[src/pkg/cwcp_pkg.sv]
// constants and types for the configuration word and code protection block
package cwcp_pkg;
  localparam int unsigned CLK_HZ = 40_000_000;
  localparam int unsigned TERA_MIN_MS = 4;
  localparam int unsigned TERA_MAX_MS = 10;
  localparam int unsigned ERASE_CYCLES = (TERA_MIN_MS * CLK_HZ + 999) / 1000;

  localparam int unsigned CFG_W = 12;
  localparam int unsigned ADDR_W = 11;
  localparam logic [11:0] CFG_ERASED = 12'hfff;
  localparam logic [11:0] WORD_ZERO = 12'h000;
  localparam logic [11:0] WORD_ONES = 12'hfff;

  localparam int unsigned BIT_UNIMPL = 11;
  localparam int unsigned GUARD_HI = 10;
  localparam int unsigned GUARD_LO = 7;
  localparam int unsigned BIT_DATA_GUARD = 6;
  localparam int unsigned BIT_OSC_SPEED = 5;
  localparam int unsigned BIT_RESET_PIN = 4;
  localparam int unsigned BIT_BALANCE = 3;
  localparam int unsigned BIT_WATCHDOG = 2;
  localparam int unsigned OSC_HI = 1;
  localparam int unsigned OSC_LO = 0;

  localparam logic [3:0] GUARD_PAT_ERASED = 4'hf;
  localparam logic [3:0] GUARD_PAT_OPEN = 4'hb;
  localparam logic [3:0] GUARD_PAT_LOCKED = 4'h2;

  localparam logic [1:0] OSC_LOW_POWER_XTAL = 2'h0;
  localparam logic [1:0] OSC_STD_XTAL = 2'h1;
  localparam logic [1:0] OSC_INTERNAL_RC = 2'h2;
  localparam logic [1:0] OSC_EXTERNAL_RC = 2'h3;

  localparam logic [10:0] ADDR_LAST_GUARDED = 11'h5fe;
  localparam logic [10:0] ADDR_LAST_USER = 11'h5ff;
  localparam logic [10:0] ADDR_DATA_FIRST = 11'h600;
  localparam logic [10:0] ADDR_DATA_LAST = 11'h63f;
  localparam logic [10:0] ADDR_CFGMEM_FIRST = 11'h640;
  localparam logic [10:0] ADDR_CFGMEM_LAST = 11'h647;
  localparam logic [10:0] ADDR_FUSE_WORD = 11'h7ff;

  typedef enum logic [1:0] {
    GUARD_ERASED,
    GUARD_OPEN,
    GUARD_LOCKED,
    GUARD_BLOCKED
  } cwcp_guard_t;
endpackage

[src/logic/cwcp_erase_timer.sv]
// bulk erase duration timer
`timescale 1ns/1ps
module cwcp_erase_timer #(
  parameter int unsigned CYCLES = cwcp_pkg::ERASE_CYCLES
) (
  input wire logic ref_clk_i,
  input wire logic rst_n_i,
  input wire logic start_i,
  output logic busy_o,
  output logic done_o
);
  localparam int unsigned CW = $clog2(CYCLES + 1);
  localparam logic [CW-1:0] LAST = CW'(CYCLES - 1);

  logic [CW-1:0] cnt_q;

  // count runs while busy, start ignored until done
  always_ff @(posedge ref_clk_i)
  begin
    if (!rst_n_i)
    begin
      cnt_q <= '0;
      busy_o <= 1'b0;
      done_o <= 1'b0;
    end
    else
    begin
      done_o <= 1'b0;
      if (!busy_o)
      begin
        if (start_i)
        begin
          busy_o <= 1'b1;
          cnt_q <= '0;
        end
      end
      else if (cnt_q == LAST)
      begin
        busy_o <= 1'b0;
        done_o <= 1'b1;
      end
      else
      begin
        cnt_q <= cnt_q + CW'(1);
      end
    end
  end
endmodule

[src/logic/cwcp_top.sv]
// configuration word decode and code protection gate
`timescale 1ns/1ps
// Notes on behaviour
// (RULE_01) config word top bit reads one
// (RULE_02) guard pattern 1011 open, 0010 locked
// (RULE_03) erased fuses give all guard bits one
// (RULE_04) bit 6 zero protects data memory
// (RULE_05) bit 5 selects 8 or 4 MHz
// (RULE_06) bit 4 enables external reset pin
// (RULE_07) programmer sets odd balance bit
// (RULE_08) bit 2 enables watchdog
// (RULE_09) oscillator select and start-up delay choice
// (RULE_10) locked user reads return zero
// (RULE_11) last user location never guarded; reads of it bypass the guard, writes are refused when locked or blocked
// (RULE_12) ids, trim, config always readable, writable; writes to them are refused while an erase is busy
// (RULE_13) data guard ignores program guard bits
// (RULE_14) programmer uses only documented guard patterns; t_guard also drives pattern 0101 through pulse_fuse
// (RULE_15) programmer unlocks before programming flash
// (RULE_16) three bulk erases lift protection; each erase_done reloads CFG_ERASED, so a single erase already lifts it
// (RULE_17) erase finishes within 4 to 10 ms
// (RULE_18) programmer checksum with protection off
// (RULE_19) programmer checksum with protection on
// (RULE_20) programmer leaves 1 us gaps; the model's pulse_fuse gap is 5 cycles (125 ns)
// (RULE_21) programmer holds entry pattern 5 us
// (RULE_22) programmer waits after mode exit
// (RULE_23) erased user memory reads all ones
module cwcp_top #(
  parameter int unsigned ERASE_CYCLES = cwcp_pkg::ERASE_CYCLES
) (
  input wire logic ref_clk_i,
  input wire logic rst_n_i,
  input wire logic fuse_wr_i,
  input wire logic [11:0] fuse_wdata_i,
  input wire logic erase_req_i,
  input wire logic rd_req_i,
  input wire logic [10:0] rd_addr_i,
  input wire logic [11:0] mem_rdata_i,
  input wire logic wr_req_i,
  input wire logic [10:0] wr_addr_i,
  input wire logic external_reset_pin_n_i,
  output logic [11:0] rd_data_o,
  output logic rd_valid_o,
  output logic wr_grant_o,
  output logic wr_refuse_o,
  output logic erase_busy_o,
  output logic [1:0] guard_state_o,
  output logic prog_protect_o,
  output logic access_block_o,
  output logic data_protect_o,
  output logic osc_8mhz_o,
  output logic reset_pin_enable_o,
  output logic watchdog_enable_o,
  output logic [1:0] osc_source_sel_o,
  output logic startup_delay_long_o,
  output logic balance_ok_o,
  output logic ext_reset_o
);
  logic [11:0] fuse_word_q;
  logic mem_erased_q;
  cwcp_pkg::cwcp_guard_t guard_q;
  logic erase_busy;
  logic erase_done;
  logic [2:0] pin_sync_q;
  logic pin_level_q;
  logic [11:0] rd_data_d;
  logic wr_ok_d;

  function automatic logic is_user(input logic [10:0] a);
    return a <= cwcp_pkg::ADDR_LAST_USER;
  endfunction

  function automatic logic is_data(input logic [10:0] a);
    return (a >= cwcp_pkg::ADDR_DATA_FIRST) && (a <= cwcp_pkg::ADDR_DATA_LAST);
  endfunction

  function automatic logic is_cfg_area(input logic [10:0] a);
    return ((a >= cwcp_pkg::ADDR_CFGMEM_FIRST) && (a <= cwcp_pkg::ADDR_CFGMEM_LAST))
      || (a == cwcp_pkg::ADDR_FUSE_WORD);
  endfunction

  function automatic cwcp_pkg::cwcp_guard_t guard_of(input logic [11:0] w);
    logic [3:0] p;
    p = w[cwcp_pkg::GUARD_HI:cwcp_pkg::GUARD_LO];
    case (p)
      cwcp_pkg::GUARD_PAT_ERASED: return cwcp_pkg::GUARD_ERASED;
      cwcp_pkg::GUARD_PAT_OPEN: return cwcp_pkg::GUARD_OPEN; // [RULE_02]
      cwcp_pkg::GUARD_PAT_LOCKED: return cwcp_pkg::GUARD_LOCKED; // [RULE_02]
      default: return cwcp_pkg::GUARD_BLOCKED; // [RULE_02]
    endcase
  endfunction

  cwcp_erase_timer #(
    .CYCLES(ERASE_CYCLES)
  ) u_erase_timer (
    .ref_clk_i(ref_clk_i),
    .rst_n_i(rst_n_i),
    .start_i(erase_req_i),
    .busy_o(erase_busy),
    .done_o(erase_done)
  );

  // fuse word store: program writes and bulk erase
  always_ff @(posedge ref_clk_i)
  begin
    if (!rst_n_i)
    begin
      fuse_word_q <= cwcp_pkg::CFG_ERASED;
    end
    else if (erase_done)
    begin
      fuse_word_q <= cwcp_pkg::CFG_ERASED; // [RULE_03] [RULE_16] [RULE_17]
    end
    else if (fuse_wr_i && !erase_busy)
    begin
      fuse_word_q <= {1'b1, fuse_wdata_i[10:0]}; // [RULE_01] [RULE_12]
    end
  end

  // user memory erased flag, set by erase, cleared by a user write
  always_ff @(posedge ref_clk_i)
  begin
    if (!rst_n_i)
    begin
      mem_erased_q <= 1'b0;
    end
    else if (erase_done)
    begin
      mem_erased_q <= 1'b1; // [RULE_23]
    end
    else if (wr_req_i && wr_ok_d && is_user(wr_addr_i))
    begin
      mem_erased_q <= 1'b0;
    end
  end

  // decoded configuration outputs
  always_ff @(posedge ref_clk_i)
  begin
    if (!rst_n_i)
    begin
      guard_q <= cwcp_pkg::GUARD_ERASED;
      data_protect_o <= 1'b0;
      osc_8mhz_o <= 1'b1;
      reset_pin_enable_o <= 1'b1;
      watchdog_enable_o <= 1'b1;
      osc_source_sel_o <= cwcp_pkg::OSC_EXTERNAL_RC;
      startup_delay_long_o <= 1'b0;
      balance_ok_o <= 1'b1;
    end
    else
    begin
      guard_q <= guard_of(fuse_word_q);
      data_protect_o <= !fuse_word_q[cwcp_pkg::BIT_DATA_GUARD]; // [RULE_04] [RULE_13]
      osc_8mhz_o <= fuse_word_q[cwcp_pkg::BIT_OSC_SPEED]; // [RULE_05]
      reset_pin_enable_o <= fuse_word_q[cwcp_pkg::BIT_RESET_PIN]; // [RULE_06]
      watchdog_enable_o <= fuse_word_q[cwcp_pkg::BIT_WATCHDOG]; // [RULE_08]
      osc_source_sel_o <= fuse_word_q[cwcp_pkg::OSC_HI:cwcp_pkg::OSC_LO]; // [RULE_09]
      case (fuse_word_q[cwcp_pkg::OSC_HI:cwcp_pkg::OSC_LO])
        cwcp_pkg::OSC_LOW_POWER_XTAL: startup_delay_long_o <= 1'b1; // [RULE_09]
        cwcp_pkg::OSC_STD_XTAL: startup_delay_long_o <= 1'b1; // [RULE_09]
        default: startup_delay_long_o <= 1'b0; // [RULE_09]
      endcase
      balance_ok_o <= ^fuse_word_q[cwcp_pkg::BIT_DATA_GUARD:0];
    end
  end

  always_ff @(posedge ref_clk_i)
  begin
    if (!rst_n_i)
    begin
      guard_state_o <= 2'h0;
      prog_protect_o <= 1'b0;
      access_block_o <= 1'b0;
    end
    else
    begin
      guard_state_o <= guard_q;
      prog_protect_o <= (guard_q == cwcp_pkg::GUARD_LOCKED);
      access_block_o <= (guard_q == cwcp_pkg::GUARD_BLOCKED);
    end
  end

  // read data gating
  always_comb
  begin
    rd_data_d = mem_rdata_i;
    if (rd_addr_i == cwcp_pkg::ADDR_FUSE_WORD)
    begin
      rd_data_d = fuse_word_q;
      rd_data_d[cwcp_pkg::BIT_UNIMPL] = 1'b1; // [RULE_01] [RULE_12]
    end
    else if (is_cfg_area(rd_addr_i))
    begin
      rd_data_d = mem_rdata_i; // [RULE_12]
    end
    else if (is_user(rd_addr_i))
    begin
      if (rd_addr_i == cwcp_pkg::ADDR_LAST_USER)
      begin
        rd_data_d = mem_erased_q ? cwcp_pkg::WORD_ONES : mem_rdata_i; // [RULE_11] [RULE_23]
      end
      else if ((guard_q == cwcp_pkg::GUARD_LOCKED) || (guard_q == cwcp_pkg::GUARD_BLOCKED))
      begin
        rd_data_d = cwcp_pkg::WORD_ZERO; // [RULE_10]
      end
      else if (mem_erased_q)
      begin
        rd_data_d = cwcp_pkg::WORD_ONES; // [RULE_23]
      end
    end
    else if (is_data(rd_addr_i))
    begin
      if (!fuse_word_q[cwcp_pkg::BIT_DATA_GUARD])
      begin
        rd_data_d = cwcp_pkg::WORD_ZERO; // [RULE_04] [RULE_13]
      end
    end
  end

  always_ff @(posedge ref_clk_i)
  begin
    if (!rst_n_i)
    begin
      rd_data_o <= cwcp_pkg::WORD_ZERO;
      rd_valid_o <= 1'b0;
    end
    else
    begin
      rd_valid_o <= rd_req_i;
      if (rd_req_i)
      begin
        rd_data_o <= rd_data_d;
      end
    end
  end

  // write permission
  always_comb
  begin
    wr_ok_d = 1'b0;
    if (erase_busy)
    begin
      wr_ok_d = 1'b0;
    end
    else if (is_cfg_area(wr_addr_i))
    begin
      wr_ok_d = 1'b1; // [RULE_12]
    end
    else if (is_user(wr_addr_i))
    begin
      wr_ok_d = (guard_q == cwcp_pkg::GUARD_OPEN) || (guard_q == cwcp_pkg::GUARD_ERASED); // [RULE_02]
    end
    else if (is_data(wr_addr_i))
    begin
      wr_ok_d = fuse_word_q[cwcp_pkg::BIT_DATA_GUARD]; // [RULE_13]
    end
  end

  always_ff @(posedge ref_clk_i)
  begin
    if (!rst_n_i)
    begin
      wr_grant_o <= 1'b0;
      wr_refuse_o <= 1'b0;
      erase_busy_o <= 1'b0;
    end
    else
    begin
      wr_grant_o <= wr_req_i && wr_ok_d;
      wr_refuse_o <= wr_req_i && !wr_ok_d;
      erase_busy_o <= erase_busy; // [RULE_17]
    end
  end

  // reset pin: three stage sync, accept once stages two and three agree
  always_ff @(posedge ref_clk_i)
  begin
    if (!rst_n_i)
    begin
      pin_sync_q <= 3'h7;
      pin_level_q <= 1'b1;
    end
    else
    begin
      pin_sync_q <= {pin_sync_q[1:0], external_reset_pin_n_i};
      if (pin_sync_q[1] == pin_sync_q[2])
      begin
        pin_level_q <= pin_sync_q[2];
      end
    end
  end

  always_ff @(posedge ref_clk_i)
  begin
    if (!rst_n_i)
    begin
      ext_reset_o <= 1'b0;
    end
    else
    begin
      ext_reset_o <= fuse_word_q[cwcp_pkg::BIT_RESET_PIN] && !pin_level_q; // [RULE_06]
    end
  end
endmodule

[config.mk]
export PLATFORM = sky130hd
export DESIGN_NAME = cwcp_top
export DESIGN_NICKNAME = d
export VERILOG_FILES = /design/src/pkg/cwcp_pkg.sv /design/src/logic/cwcp_erase_timer.sv /design/src/logic/cwcp_top.sv
export SDC_FILE = /design/constraint.sdc
export NUM_CORES = 1
export LEC_CHECK = 0
export BUFFER_PORTS_ARGS = -buffer_cell sky130_fd_sc_hd__clkbuf_2
export CAP_MARGIN = 20
export CORE_MARGIN = 10
export CORE_UTILIZATION = 36
export DETAILED_ROUTE_END_ITERATION = 8
export HOLD_SLACK_MARGIN = 0.08
export PLACE_DENSITY_LB_ADDON = 0.25
export SETUP_SLACK_MARGIN = 0.5
export SLEW_MARGIN = 0
export SYNTH_ARGS = -nofsm -noshare
export SYNTH_HDL_FRONTEND = slang
export SYNTH_SLANG_ARGS = --single-unit
[constraint.sdc]
create_clock -name ref_clk_i -period 2.09 [get_ports ref_clk_i]
set_clock_uncertainty 0.1 [all_clocks]
set_input_delay 0.3135 -clock ref_clk_i [delete_from_list [all_inputs] [get_ports ref_clk_i]]
set_output_delay 0.3135 -clock ref_clk_i [all_outputs]
set_load 0.05 [all_outputs]
## Word level (Yosys, flattened, before mapping)

Index checks and enable logic that the tools add are counted.

| word-level totals | value |
|---|---|
| logic and storage cells | 98 |
| register bits | 67 |
| output and inout bits | 29 |

| cells by class | value |
|---|---|
| bitwise operators | 1 |
| $add $sub $neg | 1 |
| muxes and demuxes | 23 |
| magnitude comparators | 10 |
| eq/ne operators | 13 |
| reduce and logical (&&, ||, !) cells | 26 |

Operator list:

| kind | number |
|---|---|
| 12-bit 2-to-1 mux | 8 |
| 11-bit <= comparator, second input constant | 6 |
| 18-bit 2-to-1 mux | 3 |
| 11-bit greater-or-equal comparator, second input constant | 4 |
| 11-bit == test, second input constant | 3 |
| 18-bit by 1-bit adder with 18-bit output, second input constant | 1 |
| 18-bit == test, second input constant | 1 |
| 1-bit 2-to-1 mux | 11 |
| 1-bit logical AND | 9 |
| 4-bit == test, second input constant | 2 |
| 7-bit XOR reduction | 1 |
| 2-bit case mux with 3 select lines | 1 |
| 2-bit by 1-bit == test with 1-bit output, second input constant | 2 |
| 2-bit == test, second input constant | 2 |
| 4-bit by 2-bit == test with 1-bit output, second input constant | 1 |
| 1-bit logical NOT | 4 |
| 2-bit logical NOT | 2 |
| 1-bit logical OR | 4 |
| 2-bit AND reduction | 2 |
| 2-bit nonzero test | 2 |
| 2-bit OR reduction | 2 |
| 2-bit != test, second input constant | 1 |
| 1-bit == test | 1 |
| 1-bit NOT | 1 |

## Logic depth before layout (Yosys ltp)

Gate-level depths: netlist of the first run.

| logic depth | value |
|---|---|
| depth in word-level cells | 10 |
| mapped depth | 6 |
| depth with buffers taken out | 6 |

## Hierarchy

A second synthesis of the first run with hierarchy kept.

| second synthesis, totals | value |
|---|---|
| cells, all modules | 339 |
| area, all modules | 3042.9 µm² |

By module, submodules not included:

| module | times used | cells each | area an instance (µm²) |
|---|---|---|---|
| cwcp_top | 1 | 214 | 1991.9 |
| cwcp_erase_timer | 1 | 125 | 1051.0 |

## Least setup slack after synthesis of the first run

OpenSTA, ideal clock, no wires.

| path | value |
|---|---|
| kind | register to register |
| start | reg u_erase_timer.cnt_q[0] |
| end | reg u_erase_timer.cnt_q[13] |
| path slack | 0.324 ns |
| arrival | 1.544 ns |
| clock period less this slack | 1.766 ns |
| buffers on the path | 1 |
| stages on the path, launching flop included | 7 |
| setup time | 0.122 ns |
| cells stage by stage | dfxtp_1 -> ha_1 -> and3_1 -> and3_4 -> buf_6 -> a21o_1 -> a311o_1 |

| on the way | value |
|---|---|
| longest elaborated chain between the ends | 3 |

Ends and longest elaborated chain:

| element | line | RTL |
|---|---|---|
| start: declaration | cwcp_erase_timer.sv:15 | `logic [CW-1:0] cnt_q;` |
| start signal: assignment | cwcp_erase_timer.sv:44 | `cnt_q <= cnt_q + CW'(1);` |
| 18-bit by 1-bit adder with 18-bit output or 18-bit == test (tied branches) | cwcp_erase_timer.sv:44, cwcp_erase_timer.sv:37 |  |
| 18-bit 2-to-1 mux or 2-bit != test (tied branches) | n/a |  |
| 18-bit 2-to-1 mux or 2-bit AND reduction (tied branches) | n/a |  |

Several ways; a longest one is shown, not always the timed one. The select of a mux whose other input is x is not followed.
A chain may end at the register's enable or synchronous reset.

## Worst setup path in the final report of the first run

| path | value |
|---|---|
| start | reg u_erase_timer.cnt_q[1] |
| end | reg u_erase_timer.cnt_q[6] |

The elaborated chain is that of the path after synthesis.

==> flow_metrics.env, run 1 <==
export IMPL_port_buffers=80
export IMPL_multi_input_area_um2=1710
export IMPL_totalWireLength_mm=8.75
export IMPL_instances_no_fill=571
export IMPL_avgSynthCellArea_um2=8.30
export IMPL_cp_depth=5
export IMPL_vias=3016
export IMPL_ys_seq_area_frac=0.439
export IMPL_gp_congestion=0.857
export IMPL_synthCells=368
export IMPL_rows=33
export IMPL_total_power_mw=2.85
export IMPL_first_iter_violations=166
export IMPL_place_ws_ns=0.197
export IMPL_grt_pass1_vias=2983
export IMPL_fin_ws_ns=0.525
export IMPL_clk_pin_slew_ns=0.07
export IMPL_tightest_slew_ns=0.883
export IMPL_slew_viol_final=0
export IMPL_timing_hold_violations_final=0
export IMPL_synth_async_reset_ratio=0
export IMPL_numClockSinks=67
export IMPL_htreeDepth=3
export IMPL_ios=82
export IMPL_die_area_um2=12600
export IMPL_period_share=0.749
export IMPL_n_fill_cell=810
export IMPL_fmaxAchievable_ghz=0.639
export IMPL_grt_use_total=0.138
export IMPL_gr_total_overflow=0
export IMPL_route_detailed_drc=0
export IMPL_mostFrequentLayoutCells="clkbuf_2, nand2_1, dfxtp_1, nand3_1, nand4_1"
export IMPL_grt_pass1_wl_mm=14.8
export IMPL_dr_pass1_iters=4
export IMPL_fp_dieH_um=112
export IMPL_setup_violations=0
export IMPL_syn_cell_area_um2=3050
export IMPL_cts_root_buf="clkbuf_8"
export IMPL_layout_commonest_cell="clkbuf_2"
export IMPL_dp_hpwl_mm=6.34
export IMPL_hp_class="in -> reg"
export IMPL_drv_cap=0
export IMPL_yosys_top_cells_area="dfxtp_1, nand2_1, nand3_1"
export IMPL_yosys_area_top_type="dfxtp_1"
export IMPL_synth_top_area_frac=0.439
export IMPL_area_growth_pct=31.3
export IMPL_yosys_warnings=0
export IMPL_coreArea_um2=8220
export IMPL_rsz0062_at_grt="true"
export IMPL_relSlewSlack=0.409
export IMPL_worstPathRequired_ns=2.25
export IMPL_antenna_left=0
export IMPL_status="complete, no violations"
export IMPL_clk_latency_ns=0.33
export IMPL_numCtsBuffers=9
export IMPL_path_cells="ha_4 -> nand3_1 -> or3_4 -> a2111o_1 -> o21ai_0"
export IMPL_synth_edf_count=0
export IMPL_final_layout_size_suffix_gt1_frac=0.311
export IMPL_diodes=0
export IMPL_critPathSlowestCell="dfxtp_4"
export IMPL_path_buf_inv=0
export IMPL_cts_tree="done"
export IMPL_ir_drop_uv=346
export IMPL_grt_max_degree=22
export IMPL_cp_end_kind="register"
export IMPL_synth_nets=424
export IMPL_place_inst=545
export IMPL_register_area_um2=1360
export IMPL_period_needed_ns=1.56
export IMPL_worstPathArrival_ns=1.73
export IMPL_hold_slack_ns=0.102
export IMPL_power_density_nw_per_um2=711
export IMPL_critPathMaxStageDelay_ns=0.36
export IMPL_critical_path_top_delay_family="simple AND/OR/NAND/NOR gates"
export IMPL_antenna_found_initial=0
export IMPL_worstRegToRegCells=5
export IMPL_synth_seq_cells=67
export IMPL_min_delay_path_depth=3
export IMPL_synth_cell_type_count=42
export IMPL_path_class="reg -> reg"
export IMPL_ys_flop_type="dfxtp_1"
export IMPL_start_util=0.372
export IMPL_fin_nets=518
export IMPL_clockBufferDepth=2
export IMPL_die_x_um=112
export IMPL_fin_tns_setup_ns=0
export IMPL_worst_path_max_fanout=3
export IMPL_routedWlPerCell_um=15.3
export IMPL_drt_vias_per_instance=5.28
export IMPL_cp_start_kind="register"
export IMPL_p_leak_nw=1.67
==> layout make-up <==
cell class,instances,area share
clock inverters,1,0.00187
clock buffers,14,0.0431
repair buffers,105,0.150
well taps,105,0.0328
multi-input cells,274,0.427
inverters,5,0.00468
flip-flops and latches,67,0.340
==> worst reg2reg max path, stage by stage, from the launching register on <==
cell and delay, ns:
dfxtp_4 0.36, ha_4 0.14, nand3_1 0.14, or3_4 0.36, a2111o_1 0.34, o21ai_0 0.07
==> per-stage QoR <==
stage,util,area [um2]
after floorplan,-,3070
after global placement,0.439,3610
after detailed placement,0.439,3610
after CTS,0.479,3940
after global routing,0.488,4010
final,0.488,4010
==> flip-flops by register name (all words and copies together) (netlist names), 2 cells and up <==
register             count
u_erase_timer.cnt_q     18
guard_state_o            2
pin_sync_q               3
osc_source_sel_o         2
guard_q                  2
fuse_word_q             11
rd_data_o               12
==> path summary, 6_finish.rpt <==
check | startpoint | end | slack [ns]
worst min register to register | pin_sync_q[0]$_SDFF_PN1_ | pin_sync_q[1]$_SDFF_PN1_ | 0.31
worst min-delay path | fuse_wdata_i[6] | fuse_word_q[6]$_SDFFE_PP1P_ | 0.10
worst max-delay path | u_erase_timer.cnt_q[1]$_SDFFE_PN0P_ | u_erase_timer.cnt_q[6]$_SDFFE_PN0P_ | 0.53
worst max register to register | u_erase_timer.cnt_q[1]$_SDFFE_PN0P_ | u_erase_timer.cnt_q[6]$_SDFFE_PN0P_ | 0.53
==> layer usage <==
| metal | GRT usage | vias up | wire length, um |
|---|---|---|---|
| met5 | 0 | - | 0 |
| met4 | 0.0431 | 0 | 106 |
| met3 | 0.0415 | 8 | 591 |
| met2 | 0.215 | 86 | 3960 |
| met1 | 0.179 | 1391 | 4090 |
| li1 | - | 1531 | - |
==> cells by family after synthesis <==
family                   after synthesis  share of synthesized area
AO/OA/AOI/OAI                         58                      0.130
AND/OR/NAND/NOR                      205                      0.354
buffers and inverters                 27                     0.0402
flip-flops                            67                      0.439
adder cells (fa/ha/maj)                3                     0.0123
XOR/XNOR                               5                     0.0143
multiplexers                           3                    0.00984
==> cell usage after synthesis, drive strengths merged (8+ instances only) <==
| cell type | instances |
|---|---|
| a21oi | 14 |
| and3 | 10 |
| clkbuf | 17 |
| dfxtp | 67 |
| nand2 | 61 |
| nand2b | 10 |
| nand3 | 36 |
| nand4 | 28 |
| nor2 | 12 |
| nor2b | 14 |
| o211ai | 16 |
| or3 | 8 |
==> power by group <==
part	switching [mW]	internal (mW)	total, mW
clock	0.471	0.523	0.995
sequential	0.0469	1.34	1.38
combinational	0.304	0.167	0.471
total	0.822	2.03	2.85
==> what timing repair did <==
action                                  CTS  global route
pin swaps                                 7             6
buffers inserted                          4             1
endpoints found under the hold margin     6             0
endpoints found under the setup margin   39            29
resized for setup                        20            15
hold buffers                              6             0
gates cloned                              0             0
No activity file was read; power rests on OpenSTA's default activity.
==> run 2: changes to the inputs <==
clock period = 1.4 ns   (was 2.09 ns; I/O delays follow)
==> flow_metrics.env, run 2 (same netlist as run 1, synthesis figures left out) <==
export IMPL_clk_latency_ns=0.34
export IMPL_top_register="u_erase_timer.cnt_q"
export IMPL_rows=33
export IMPL_clockBufferDepth=2
export IMPL_power_density_nw_per_um2=911
export IMPL_switching_power_mw=1.49
export IMPL_area_growth_pct=92.2
export IMPL_fmaxAchievable_ghz=0.624
export IMPL_route_detailed_drc=0
export IMPL_mostFrequentLayoutCells="buf_4, clkbuf_2, nand2_1, dfxtp_2, nand4_1"
export IMPL_fp_dieH_um=112
export IMPL_diodes=0
export IMPL_numClockSinks=67
export IMPL_p_seq_frac=0.394
export IMPL_first_iter_violations=189
export IMPL_p_int_mw=3.85
export IMPL_start_util=0.372
export IMPL_antenna_found_initial=0
export IMPL_p_leak_nw=2.53
export IMPL_cp_end_kind="register"
export IMPL_period_share=1.15
export IMPL_rsz0062_at_grt="true"
export IMPL_path_class="reg -> reg"
export IMPL_totalWireLength_mm=12.1
export IMPL_cp_start_kind="register"
export IMPL_largest_register_ff_count=18
export IMPL_dr_pass1_iters=4
export IMPL_setup_violations=15
export IMPL_clk_pin_slew_ns=0.07
export IMPL_gr_total_overflow=0
export IMPL_period_needed_ns=1.60
export IMPL_placed_area_um2=4030
export IMPL_gp_congestion=0.829
export IMPL_worstPathArrival_ns=1.73
export IMPL_grt_max_degree=23
export IMPL_top_regs="u_erase_timer.cnt_q x18, rd_data_o x12, fuse_word_q x11"
export IMPL_ir_drop_uv=538
export IMPL_die_x_um=112
export IMPL_n_fill_cell=561
export IMPL_final_design_area_no_fill_um2=5870
export IMPL_fin_ws_ns=-0.203
export IMPL_hp_class="in -> reg"
export IMPL_antenna_left=0
export IMPL_tightest_slew_ns=0.532
export IMPL_drv_cap=0
export IMPL_grt_pass1_wl_mm=17.7
export IMPL_grt_use_total=0.170
export IMPL_ios=82
export IMPL_combPwrFrac=0.240
export IMPL_violations="setup timing"
export IMPL_numCtsBuffers=9
export IMPL_worst_path_max_fanout=4
export IMPL_drt_vias_per_instance=5.44
export IMPL_vias=3552
export IMPL_fin_nets=599
export IMPL_htreeDepth=3
export IMPL_routedWlPerCell_um=18.5
export IMPL_die_area_um2=12600
export IMPL_pwr_share_clk=0.366
export IMPL_slew_viol_final=0
export IMPL_dp_hpwl_mm=6.96
export IMPL_coreArea_um2=8220
export IMPL_place_ws_ns=-0.174
export IMPL_layout_commonest_cell="buf_4"
export IMPL_power_share_switching=0.280
export IMPL_status="finished, violations left"
export IMPL_port_buffers=80
export IMPL_worstPathRequired_ns=1.53
export IMPL_timing_hold_violations_final=0
export IMPL_cts_tree="done"
export IMPL_cts_root_buf="clkbuf_8"
export IMPL_relSlewSlack=0.645
export IMPL_grt_pass1_vias=3526
export IMPL_final_layout_size_suffix_gt1_frac=0.564
## run 2: cell types whose count changed in the layout (fill, tap and decap cells not counted), sizes merged
| cell | before | now |
|---|---|---|
| clkinv | 0 | 3 |
| bufinv | 0 | 3 |
| dlygate4sd3 | 6 | 25 |
| buf | 19 | 82 |
| nand2 | 61 | 62 |
| clkbuf | 94 | 87 |
## run 2: worst max-delay path, stage by stage, from the launching register on
cell	delay, ns
dfxtp_4	0.37
buf_6	0.09
buf_6	0.09
and4_4	0.24
and4_1	0.22
a211oi_1	0.06
a311o_1	0.32
## run 2: metal layers
metal	vias to the layer above	part of all wire	track usage
met5	-	0	0
met4	0	0.026	0.0660
met3	29	0.065	0.0596
met2	123	0.51	0.289
met1	1696	0.40	0.191
li1	1704	-	-
## run 2: final timing paths
| kind | cells past startpoint | to | from | slack (ns) |
|---|---|---|---|---|
| hold / removal | 4 | rd_valid_o$_SDFF_PN0_ | rd_req_i | 0.17 |
| hold reg to reg | 1 | prog_protect_o$_SDFF_PN0_ | guard_q[0]$_SDFF_PN0_ | 0.32 |
| setup reg to reg | 6 | u_erase_timer.cnt_q[13]$_SDFFE_PN0P_ | u_erase_timer.cnt_q[1]$_SDFFE_PN0P_ | -0.20 |
| setup / recovery | 6 | u_erase_timer.cnt_q[13]$_SDFFE_PN0P_ | u_erase_timer.cnt_q[1]$_SDFFE_PN0P_ | -0.20 |
## run 2: what timing repair did
item | 4_1_cts | 5_1_grt
gates cloned | 2 | 1
setup endpoints to repair | 81 | 81
setup buffers | 14 | 16
hold endpoints to repair | 26 | 0
pin swaps | 46 | 38
hold buffers | 25 | 0
resized for setup | 155 | 65
## run 2: stage by stage
stage               utilization  setup TNS (ns)  total power, mW  hold slack (ns)  std cells
floorplan                     -          -0.732             2.61            0.211        368
global placement          0.491           -3.21             2.86            0.293        579
detailed placement        0.491           -3.68             2.87            0.294        579
CTS                       0.664           -1.34             5.19            0.116        636
global route              0.714           -2.73             5.54            0.179        653
finish                    0.714           -1.48             5.34            0.169        653
## run 2: cell type report
cell class | count | area [um2] | area share
clock buffer | 9 | 124 | 0.0211
clock inverter | 7 | 116 | 0.0198
timing repair buffer | 185 | 1980 | 0.337
inverter | 5 | 26.3 | 0.00448
multi-input combinational | 275 | 2090 | 0.356
sequential | 67 | 1410 | 0.240
tap | 105 | 131 | 0.0224
## run 2: power by group through the flow
stage	Combinational, mW	Clock (mW)	Sequential, mW
floorplan	0.320	0	2.29
global placement	0.753	0	2.11
detailed placement	0.761	0	2.11
CTS	1.12	1.97	2.10
global route	1.35	2.08	2.11
finish	1.28	1.96	2.11
==> run 3: changes to the inputs <==
CORE_UTILIZATION = 47   (was 36)
SYNTH_HIERARCHICAL = 1   (was not set)
==> flow_metrics.env, run 3 <==
export IMPL_setup_violations=37
export IMPL_power_density_nw_per_um2=911
export IMPL_avgSynthCellArea_um2=8.98
export IMPL_synth_async_reset_ratio=0
export IMPL_yosys_area_top_type="dfxtp_1"
export IMPL_r2r_start="fuse_word_q[1]$_SDFFE_PP1P_"
export IMPL_critical_path_top_delay_family="XOR/XNOR gates"
export IMPL_top_register="u_erase_timer/cnt_q"
export IMPL_synth_cell_type_count=55
export IMPL_die_area_um2=10100
export IMPL_n_fill_cell=214
export IMPL_path_cells="inv_4 -> ha_4 -> xnor2_4 -> xnor2_2 -> xnor2_1 -> nand2_1"
export IMPL_grt_met3_usage=0.0583
export IMPL_vias=3865
export IMPL_slew_viol_final=0
export IMPL_drv_cap=0
export IMPL_cp_end_kind="register"
export IMPL_ir_drop_uv=873
export IMPL_synth_edf_count=0
export IMPL_ys_flop_type="dfxtp_1"
export IMPL_path_class="reg -> reg"
export IMPL_synth_most_common_cell="dfxtp_1"
export IMPL_grt_pass1_wl_mm=18.8
export IMPL_grt_max_degree=14
export IMPL_worst_path_max_fanout=2
export IMPL_worstPathArrival_ns=1.96
export IMPL_grt_pass1_vias=3592
export IMPL_yosys_top_cells_area="dfxtp_1, nand2_1, nor3_2"
export IMPL_timing_hold_violations_final=0
export IMPL_grt_met1_usage=0.233
export IMPL_fin_ws_ns=-0.416
export IMPL_first_iter_violations=476
export IMPL_routedWlPerCell_um=27.7
export IMPL_fin_nets=564
export IMPL_rows=29
export IMPL_syn_cell_area_um2=3040
export IMPL_path_buf_inv=1
export IMPL_synthCells=339
export IMPL_violations="setup timing"
export IMPL_yosys_warnings=6
export IMPL_fp_dieH_um=100
export IMPL_synth_top_area_frac=0.441
export IMPL_top_regs="u_erase_timer/cnt_q x18, rd_data_o x12, fuse_word_q x11"
export IMPL_critPathMaxStageDelay_ns=0.47
export IMPL_mostFrequentLayoutCells="buf_4, clkbuf_2, dfxtp_2, clkbuf_16, nand2_1"
export IMPL_numCtsBuffers=9
export IMPL_die_x_um=100
export IMPL_antenna_left=0
export IMPL_synth_common_cells="dfxtp_1, nand2_1, nand3_1, nor2_1, or3_1"
export IMPL_setup_worst_path_start="fuse_word_q[1]$_SDFFE_PP1P_"
export IMPL_route_detailed_drc=0
export IMPL_clockBufferDepth=2
export IMPL_critPathSlowestCell="xnor2_1"
export IMPL_cp_start_kind="register"
export IMPL_holdBufCountCts=12
export IMPL_synth_seq_cells=67
export IMPL_placed_area_um2=3940
export IMPL_final_layout_size_suffix_gt1_frac=0.647
export IMPL_tightest_slew_ns=0.528
export IMPL_register_area_um2=1420
export IMPL_gp_congestion=0.856
export IMPL_dp_hpwl_mm=6.43
export IMPL_clk_latency_ns=0.37
export IMPL_totalWireLength_mm=16.4
export IMPL_grt_use_total=0.234
export IMPL_ios=82
export IMPL_antenna_found_initial=1
export IMPL_period_needed_ns=1.82
export IMPL_area_growth_pct=88.8
export IMPL_relSlewSlack=0.646
export IMPL_holdCritStartpoint="wr_req_i"
export IMPL_cts_root_buf="clkbuf_8"
export IMPL_dr_pass1_iters=5
export IMPL_period_share=1.30
export IMPL_start_util=0.482
export IMPL_status="finished, violations left"
export IMPL_multi_input_area_um2=2160
export IMPL_coreArea_um2=6310
export IMPL_worstPathRequired_ns=1.54
export IMPL_largest_register_ff_count=18
export IMPL_synth_nets=395
export IMPL_top_usage_layer="met2"
export IMPL_port_buffers=80
export IMPL_htreeDepth=3
export IMPL_final_design_area_no_fill_um2=5740
export IMPL_total_power_mw=5.23
export IMPL_p_leak_nw=2.40
export IMPL_gr_total_overflow=0
export IMPL_ys_seq_area_frac=0.441
export IMPL_drt_vias_per_instance=6.54
export IMPL_numClockSinks=67
export IMPL_fmaxAchievable_ghz=0.551
export IMPL_grt_use_met2=0.424
export IMPL_clk_pin_slew_ns=0.10
export IMPL_hp_class="in -> reg"
export IMPL_cts_tree="done"
export IMPL_layout_commonest_cell="buf_4"
export IMPL_rsz0062_at_grt="true"
run 3: where the power goes:
part	total, mW	internal (mW)	switching, mW
Clock	1.63	0.711	0.915
Combinational	1.46	0.688	0.774
Sequential	2.14	2.02	0.128
Total	5.23	3.41	1.82
run 3: cell type report:
cell class              instances  share of cell area
repair buffers                176               0.323
inverters                       8             0.00588
flip-flops and latches         67               0.247
well taps                      77              0.0168
diodes                          1            0.000436
multi-input cells             246               0.375
clock buffers                  10              0.0240
clock inverters                 6             0.00849
run 3: path summary, 6_finish.rpt:
| path | end | slack (ns) | cells past startpoint |
|---|---|---|---|
| worst max-delay path | balance_ok_o$_SDFF_PN1_ | -0.42 | 6 |
| worst min-delay path | wr_grant_o$_SDFF_PN0_ | 0.03 | 3 |
| worst max register to register | balance_ok_o$_SDFF_PN1_ | -0.42 | 6 |
| worst min register to register | pin_sync_q[1]$_SDFF_PN1_ | 0.35 | 1 |
run 3: layer usage:
layer,vias up,part of all wire
met1,1834,0.34
met2,355,0.49
met3,121,0.10
met5,-,0
met4,0,0.075
li1,1555,-
run 3: repair_timing:
item                       in CTS  in global routing
hold endpoints to repair       23                  1
resized for setup             163                 65
setup endpoints to repair      79                 81
pin swaps                      25                 47
setup buffers                  21                 13
gates cloned                    2                  3
run 3: kinds of logic (layout without fill, tap and decap cells):
logic type / count (synthesis) / in the layout / share of synthesized area
AND/OR/NAND/NOR: 182 / 183 / 0.360
flip-flops: 67 / 67 / 0.441
AO/OA/AOI/OAI: 50 / 50 / 0.110
buffers and inverters: 27 / 200 / 0.0469
XOR/XNOR: 7 / 7 / 0.0201
adder cells (fa/ha/maj): 3 / 3 / 0.0123
multiplexers: 3 / 3 / 0.00987
other: 0 / 1 / 0
run 3: tightest hold or removal path: cells and delay by family:
kind,cells,cell delay [ns]
AND/OR/NAND/NOR,1,0.10
AO/OA/AOI/OAI,1,0.04
buffers and inverters,1,0.11
run 3: through the flow:
stage                     setup TNS (ns)  setup WS, ns  instances  hold slack, ns   util
final                              -8.09        -0.416        591          0.0303  0.910
after global routing               -9.12        -0.428        591          0.0467  0.910
after CTS                          -3.19        -0.266        574         0.00325  0.835
after detailed placement           -4.14        -0.273        523           0.301  0.625
after global placement             -3.63        -0.250        523           0.289  0.625
after floorplan                    -3.17        -0.307        339           0.183      -
